<file path="config.mk">
export PLATFORM = sky130hd
export DESIGN_NAME = adcbi_host_flat
export DESIGN_NICKNAME = d
export VERILOG_FILES = /design/src/rtl/adcbi_pkg.sv /design/src/rtl/adcbi_if.sv /design/src/rtl/adcbi_host.sv /design/src/flat_wrapper.sv
export VERILOG_INCLUDE_DIRS = /design/src /design/src/rtl
export SDC_FILE = /design/constraint.sdc
export NUM_CORES = 1
export LEC_CHECK = 0
export ABC_AREA = 1
export BUFFER_PORTS_ARGS = -buffer_cell sky130_fd_sc_hd__buf_4
export CAP_MARGIN = 20
export CORE_MARGIN = 4
export CORE_UTILIZATION = 46
export CTS_CLUSTER_SIZE = 12
export DETAILED_ROUTE_END_ITERATION = 8
export PLACE_DENSITY = 0.85
export SETUP_SLACK_MARGIN = 0.05
export SYNTH_ARGS = -nofsm -noshare
export SYNTH_HDL_FRONTEND = slang
export SYNTH_SLANG_ARGS = --single-unit
</file>
<file path="constraint.sdc">
create_clock -name core_clk_i -period 2.3 [get_ports core_clk_i]
set_clock_uncertainty 0.1 [all_clocks]
set_input_delay 0.115 -clock core_clk_i [delete_from_list [all_inputs] [get_ports core_clk_i]]
set_output_delay 0.115 -clock core_clk_i [all_outputs]
set_load 0.03 [all_outputs]
</file>
<file path="src/rtl/adcbi_params.svh">
// Timing counts and field positions for the converter bus interface
`ifndef ADCBI_PARAMS_SVH
`define ADCBI_PARAMS_SVH
`define ADCBI_CLK_PERIOD_NS     4
`define ADCBI_BIT_TIME_NS       32
`define ADCBI_BIT_CYCLES        (`ADCBI_BIT_TIME_NS / `ADCBI_CLK_PERIOD_NS)
`define ADCBI_ACQ_TIME_NS       800
`define ADCBI_ACQ_CYCLES        (`ADCBI_ACQ_TIME_NS / `ADCBI_CLK_PERIOD_NS)
`define ADCBI_RES_BITS          12
`define ADCBI_SHORT_BITS        8
`define ADCBI_REG_CTRL          4'h0
`define ADCBI_REG_STATUS        4'h1
`define ADCBI_REG_RESULT        4'h2
`define ADCBI_REG_IRQ_STAT      4'h3
`define ADCBI_REG_IRQ_MASK      4'h4
`define ADCBI_CTRL_GO_BIT       0
`define ADCBI_CTRL_SHORT_BIT    1
`define ADCBI_CTRL_WORD_BIT     2
`define ADCBI_CTRL_STANDALONE_BIT 3
`define ADCBI_IRQ_DONE_BIT      0
`endif

</file>
<file path="src/rtl/adcbi_pkg.sv">
// Types shared by both ends of the converter bus interface
package adcbi_pkg;
	typedef enum logic [1:0]
	{
		ADCBI_DEV_IDLE = 2'b00,
		ADCBI_DEV_CONV = 2'b01,
		ADCBI_DEV_ACQ  = 2'b11
	} adcbi_dev_state_t;
	typedef enum logic [2:0]
	{
		ADCBI_HOST_IDLE   = 3'b000,
		ADCBI_HOST_START  = 3'b001,
		ADCBI_HOST_WAIT   = 3'b011,
		ADCBI_HOST_READ_A = 3'b010,
		ADCBI_HOST_READ_B = 3'b110,
		ADCBI_HOST_LATCH  = 3'b111
	} adcbi_host_state_t;
endpackage

</file>
<file path="src/rtl/adcbi_if.sv">
// Pin-level link between the controller and the converter
`timescale 1ns/100ps
interface adcbi_if;
	logic        chip_en;
	logic        unit_sel_n;
	logic        read_conv;
	logic        byte_addr_short_cycle;
	logic        word_fmt;
	logic        conversion_status;
	logic [11:0] output_data_bits;
	logic [11:0] data_oe;
	modport device
	(
		input  chip_en,
		input  unit_sel_n,
		input  read_conv,
		input  byte_addr_short_cycle,
		input  word_fmt,
		output conversion_status,
		output output_data_bits,
		output data_oe
	);
	modport host
	(
		output chip_en,
		output unit_sel_n,
		output read_conv,
		output byte_addr_short_cycle,
		output word_fmt,
		input  conversion_status,
		input  output_data_bits,
		input  data_oe
	);
endinterface

</file>
<file path="src/rtl/adcbi_host.sv">
// Controller end: register port, conversion start, result readback, interrupt
//
// Our own choices: the address map and the strobed register port.
`timescale 1ns/100ps
`include "adcbi_params.svh"
module adcbi_host (
	input  wire logic        core_clk_i,
	input  wire logic        rst_i,
	input  wire logic [3:0]  addr_i,
	input  wire logic [31:0] wdata_i,
	input  wire logic        wr_i,
	input  wire logic        rd_i,
	output logic      [31:0] rdata_o,
	output logic             irq_o,
	adcbi_if.host            link
);
	adcbi_pkg::adcbi_host_state_t state;
	adcbi_pkg::adcbi_host_state_t next_state;
	logic [2:0]  ctrl;
	logic [2:0]  next_ctrl;
	logic [11:0] result;
	logic [11:0] next_result;
	logic        irq_stat;
	logic        next_irq_stat;
	logic        irq_mask;
	logic        next_irq_mask;
	logic [31:0] next_rdata;
	logic        next_irq;
	logic        ce;
	logic        next_ce;
	logic        rc;
	logic        next_rc;
	logic        a0;
	logic        next_a0;
	logic        go;
	logic        done;

	assign go = wr_i && addr_i == `ADCBI_REG_CTRL && wdata_i[`ADCBI_CTRL_GO_BIT];

	// Sequencer: start, wait for status, read bytes or word
	always_comb
	begin
		next_state  = state;
		next_result = result;
		next_ce     = 1'b0;
		next_rc     = 1'b1;
		next_a0     = a0;
		done        = 1'b0;
		case (state)
			adcbi_pkg::ADCBI_HOST_IDLE:
				if (go)
				begin
					next_ce    = 1'b1;
					next_rc    = 1'b0;
					next_a0    = wdata_i[`ADCBI_CTRL_SHORT_BIT];
					next_state = adcbi_pkg::ADCBI_HOST_START;
				end
			adcbi_pkg::ADCBI_HOST_START:
				next_state = adcbi_pkg::ADCBI_HOST_WAIT;
			adcbi_pkg::ADCBI_HOST_WAIT:
				if (!link.conversion_status)
				begin
					next_ce    = 1'b1;
					next_a0    = 1'b0;
					next_state = adcbi_pkg::ADCBI_HOST_READ_A;
				end
			adcbi_pkg::ADCBI_HOST_READ_A:
			begin
				next_ce    = 1'b1;
				next_a0    = 1'b1;
				next_state = adcbi_pkg::ADCBI_HOST_READ_B;
			end
			adcbi_pkg::ADCBI_HOST_READ_B:
			begin
				// First read data arrives now
				if (ctrl[`ADCBI_CTRL_WORD_BIT])
					next_result = link.output_data_bits;
				else
					next_result[11:4] = link.output_data_bits[11:4];
				next_state = adcbi_pkg::ADCBI_HOST_LATCH;
			end
			adcbi_pkg::ADCBI_HOST_LATCH:
			begin
				if (!ctrl[`ADCBI_CTRL_WORD_BIT])
					next_result[3:0] = link.output_data_bits[3:0];
				done       = 1'b1;
				next_state = adcbi_pkg::ADCBI_HOST_IDLE;
			end
			default:
				next_state = adcbi_pkg::ADCBI_HOST_IDLE;
		endcase
	end

	// Register file, interrupt and read port
	always_comb
	begin
		next_ctrl     = ctrl;
		next_irq_mask = irq_mask;
		next_irq_stat = irq_stat;
		next_rdata    = 32'h0000_0000;
		if (wr_i && addr_i == `ADCBI_REG_CTRL)
			next_ctrl = wdata_i[2:0] & 3'h6;
		if (wr_i && addr_i == `ADCBI_REG_IRQ_MASK)
			next_irq_mask = wdata_i[`ADCBI_IRQ_DONE_BIT];
		if (wr_i && addr_i == `ADCBI_REG_IRQ_STAT && wdata_i[`ADCBI_IRQ_DONE_BIT])
			next_irq_stat = 1'b0;
		if (done)
			next_irq_stat = 1'b1;
		if (rd_i)
		begin
			case (addr_i)
				`ADCBI_REG_CTRL:     next_rdata = {29'h0, ctrl};
				`ADCBI_REG_STATUS:   next_rdata = {30'h0, link.conversion_status,
					state != adcbi_pkg::ADCBI_HOST_IDLE};
				`ADCBI_REG_RESULT:   next_rdata = {20'h0, result};
				`ADCBI_REG_IRQ_STAT: next_rdata = {31'h0, irq_stat};
				`ADCBI_REG_IRQ_MASK: next_rdata = {31'h0, irq_mask};
				default:             next_rdata = 32'h0000_0000;
			endcase
		end
		next_irq = next_irq_stat && next_irq_mask;
	end

	// Registers
	always_ff @(posedge core_clk_i or posedge rst_i)
	begin
		if (rst_i)
		begin
			state    <= adcbi_pkg::ADCBI_HOST_IDLE;
			ctrl     <= 3'h0;
			result   <= 12'h000;
			irq_stat <= 1'b0;
			irq_mask <= 1'b0;
			rdata_o  <= 32'h0000_0000;
			irq_o    <= 1'b0;
			ce       <= 1'b0;
			rc       <= 1'b1;
			a0       <= 1'b0;
		end
		else
		begin
			state    <= next_state;
			ctrl     <= next_ctrl;
			result   <= next_result;
			irq_stat <= next_irq_stat;
			irq_mask <= next_irq_mask;
			rdata_o  <= next_rdata;
			irq_o    <= next_irq;
			ce       <= next_ce;
			rc       <= next_rc;
			a0       <= next_a0;
		end
	end

	// Pin drive
	// select held low
	assign link.unit_sel_n            = 1'b0;
	assign link.chip_en               = ce;
	assign link.read_conv             = rc;
	assign link.byte_addr_short_cycle = a0;
	assign link.word_fmt              = ctrl[`ADCBI_CTRL_WORD_BIT];
endmodule

</file>
<file path="src/flat_wrapper.sv">
// flat-port wrapper written by rule: the top's interface ports become plain ports
module adcbi_host_flat 
  (core_clk_i, rst_i, addr_i, wdata_i, wr_i, rd_i, rdata_o, irq_o, link_chip_en, link_unit_sel_n, link_read_conv, link_byte_addr_short_cycle, link_word_fmt, link_conversion_status, link_output_data_bits, link_data_oe);
  adcbi_if link_i ();
  input  wire logic core_clk_i;
  input  wire logic rst_i;
  input  wire logic [3:0] addr_i;
  input  wire logic [31:0] wdata_i;
  input  wire logic wr_i;
  input  wire logic rd_i;
  output logic      [31:0] rdata_o;
  output logic irq_o;
  output wire logic [$bits(link_i.chip_en)-1:0] link_chip_en;
  output wire logic [$bits(link_i.unit_sel_n)-1:0] link_unit_sel_n;
  output wire logic [$bits(link_i.read_conv)-1:0] link_read_conv;
  output wire logic [$bits(link_i.byte_addr_short_cycle)-1:0] link_byte_addr_short_cycle;
  output wire logic [$bits(link_i.word_fmt)-1:0] link_word_fmt;
  input wire logic [$bits(link_i.conversion_status)-1:0] link_conversion_status;
  input wire logic [$bits(link_i.output_data_bits)-1:0] link_output_data_bits;
  input wire logic [$bits(link_i.data_oe)-1:0] link_data_oe;
  assign link_chip_en = link_i.chip_en;
  assign link_unit_sel_n = link_i.unit_sel_n;
  assign link_read_conv = link_i.read_conv;
  assign link_byte_addr_short_cycle = link_i.byte_addr_short_cycle;
  assign link_word_fmt = link_i.word_fmt;
  assign link_i.conversion_status = link_conversion_status;
  assign link_i.output_data_bits = link_output_data_bits;
  assign link_i.data_oe = link_data_oe;
  adcbi_host u_core (.core_clk_i(core_clk_i), .rst_i(rst_i), .addr_i(addr_i), .wdata_i(wdata_i), .wr_i(wr_i), .rd_i(rd_i), .rdata_o(rdata_o), .irq_o(irq_o), .link(link_i));
endmodule
</file>
==> metrics <==
final worst path period need=1.44 ns; Post-CTS Resized=0; die area=approximately 4700 µm²; Pre-antenna DRT Iters=4; cell taking the most area after synthesis=dfrtp_1; CTS buffer count=5; total routing usage reported by global routing=between 10% and 20%; DRT Wirelength=~3100 µm; Crit Path Category=input pin to register; outcome=finished, final reports clean; reg2reg path depth=5; die width=between 60 and 70 µm; CTS tree=yes; M1 WL=between 1000 and 1500 µm; CP Capture Type=register; die height=around 70 µm; number of max-cap violations=0; placed inst area=slightly below 2000 µm²; setup TNS=0 ns; origin of the critical flop-to-flop path=u_core.state[1]; Power Density=roughly 870 nW/µm²; total gr overflow=0; most area-consuming cells after synthesis=dfrtp_1, buf_4, nand2_1; initial antenna violation count=0; initial core utilization=48.9%; # fillers=299; drt via density=~4.3; Hold Path Origin=wr_i; drt wl/cell=10.1 µm; CTS root buf=clkbuf_4; Final Cycle Share=between 60% and 70%; Syn Area/Cell=around 9 µm²; RSZ-0062 raised after global routing=no; top sig layer=met4; I/O Pins=103; fin util=a little under two thirds; postcts setup bufs=0; largest net degree at the start of global routing=36; commonest non-fill, non-tap cells in the layout=nand2_1, buf_4, dfrtp_1; Hold WC Path Type=input pin to register; vias in the first global route=roughly 1,200; hold depth=3; synthesized cell area=~1700 µm²; clk_lat worst skew=between 0.3 and 0.4 ns; critical path peak fanout=5; FF+latch count, synth=35; Max clock buf depth=2; violation count after the first detailed-route iteration=49; WP data arrival=1.55 ns; Routability Congestion=around 0.85; Syn. warnings=0; clock-pin slew on the worst setup and hold paths=approximately 0.09 ns; Site Rows=21; FMAX=between 600 and 700 MHz; Worst VDD drop=373 µV; Sink Count=35; reg2reg setup slack=approximately 1 ns; antenna-violating nets left=0; DP Wirelength=2250 µm; # DRC=0; max-slew violation count=0; IO Port Bufs=40; Hold Vio Cnt, Final=0; cells after synthesis=between 150 and 200; diode count=0; Netlist cell types=24; Via Count=roughly 1,300; reg-to-reg endpoint=u_core.result[3]; H-tree level count=2; layout net count=around 320; Req. time, crit path=between 2 and 2.5 ns; startpoint types=input pin; design area=about 2200 µm²; final setup vio count=0; Seq/Total Area, Yosys=between 50% and 60%; P&R area growth vs syn=30.0%; share of layout cells above drive strength 1=between 20% and 30%; Hold Path Sink=u_core.irq_mask; first-pass GRT wire length=roughly 5000 µm; Core Region=around 3400 µm²; metal2 WL=1640 µm; Lkg Pwr=~1.2 nW; WL met3=just under 200 µm; share of Yosys cell area claimed by the top area cell type=a little over 50%
## metrics by stage
| step | setup slack, ns | power, mW | instances | hold slack, ns |
|---|---|---|---|---|
| 2_1_floorplan | 1.12 | 1.43 | 210 | 0.119 |
| 3_3_place_gp | 1.01 | 1.54 | 275 | 0.133 |
| 3_5_place_dp | 0.998 | 1.57 | 275 | 0.133 |
| 4_1_cts | 0.905 | 1.89 | 301 | 0.0240 |
| 5_1_grt | 0.757 | 2.03 | 301 | 0.0197 |
| 6_report | 0.858 | 1.88 | 301 | 0.0293 |
## cell usage after synthesis, drive strengths merged
library cell / number
inv: 32
dfstp: 1
nand3: 11
dfrtp: 34
o21ai: 17
nor3: 2
or2: 1
nor2: 19
nand2: 45
buf: 22
nand4: 4
conb: 1
a21oi: 1
## layer usage
layer	vias to the layer above	track usage, %
li1	666	-
met1	580	16.9
met5	-	0
met4	0	6.20
met2	38	24.7
met3	5	3.94
## critical path, cell delays in order
cell           delay [ns]
dlygate4sd3_1        0.56
buf_4                0.16
nor2_1               0.24
nand2_1              0.13
inv_1                0.12
nand3_2              0.10
nand3_1              0.08
nand2_1              0.05
## layout make-up
type / count / area [µm²] / share of cell area [%]
flip-flops and latches: 35 / 877 / 40.4
multi-input cells: 121 / 577 / 26.5
repair buffers: 59 / 488 / 22.5
inverters: 32 / 120 / 5.53
well taps: 46 / 57.6 / 2.65
clock buffers: 6 / 41.3 / 1.90
clock inverters: 2 / 12.5 / 0.576
## power by group
part	internal [mW]	leakage (nW)	switching [mW]
Clock	0.118	0.0282	0.188
Combinational	0.248	0.742	0.441
Sequential	0.791	0.447	0.0960
Total	1.16	1.22	0.725
## how the worst max path moves through the flow
stage | start | endpoint | slack (ns)
2_1_floorplan | u_core.ctrl[2] | u_core.result[0] | 1.12
3_3_place_gp | u_core.state[2] | u_core.result[1] | 1.01
3_5_place_dp | u_core.state[1] | u_core.result[3] | 1.0
4_1_cts | addr_i[0] | u_core.link.byte_addr_short_cycle | 0.91
5_1_grt | addr_i[0] | u_core.ctrl[2] | 0.76
6_report | addr_i[0] | u_core.link.byte_addr_short_cycle | 0.86
## logic make-up (layout without fill, tap and decap cells)
| family | after synthesis | after routing | synth area share (%) |
|---|---|---|---|
| AOI/OAI and AO/OA | 18 | 18 | 6.74 |
| buffers and inverters | 54 | 99 | 17.5 |
| DFF | 35 | 35 | 52.5 |
| other | 1 | 21 | 0.224 |
| and+or+nand+nor | 82 | 82 | 23.1 |
## sequential cells by signal, indices dropped and copies added (netlist names)
signal,count
u_core.irq_mask,1
u_core.result,12
u_core.link.read_conv,1
u_core.link.chip_en,1
u_core.irq_stat,1
u_core.link.byte_addr_short_cycle,1
u_core.ctrl,2
u_core.state,3
u_core.rdata_o,12
u_core.irq_o,1
## what timing repair did
| action | CTS | global route |
|---|---|---|
| hold buffers | 18 | 0 |
| hold endpoints to repair | 52 | 0 |
| setup endpoints to repair | 0 | 0 |
No activity file was read; power rests on OpenSTA's default activity.
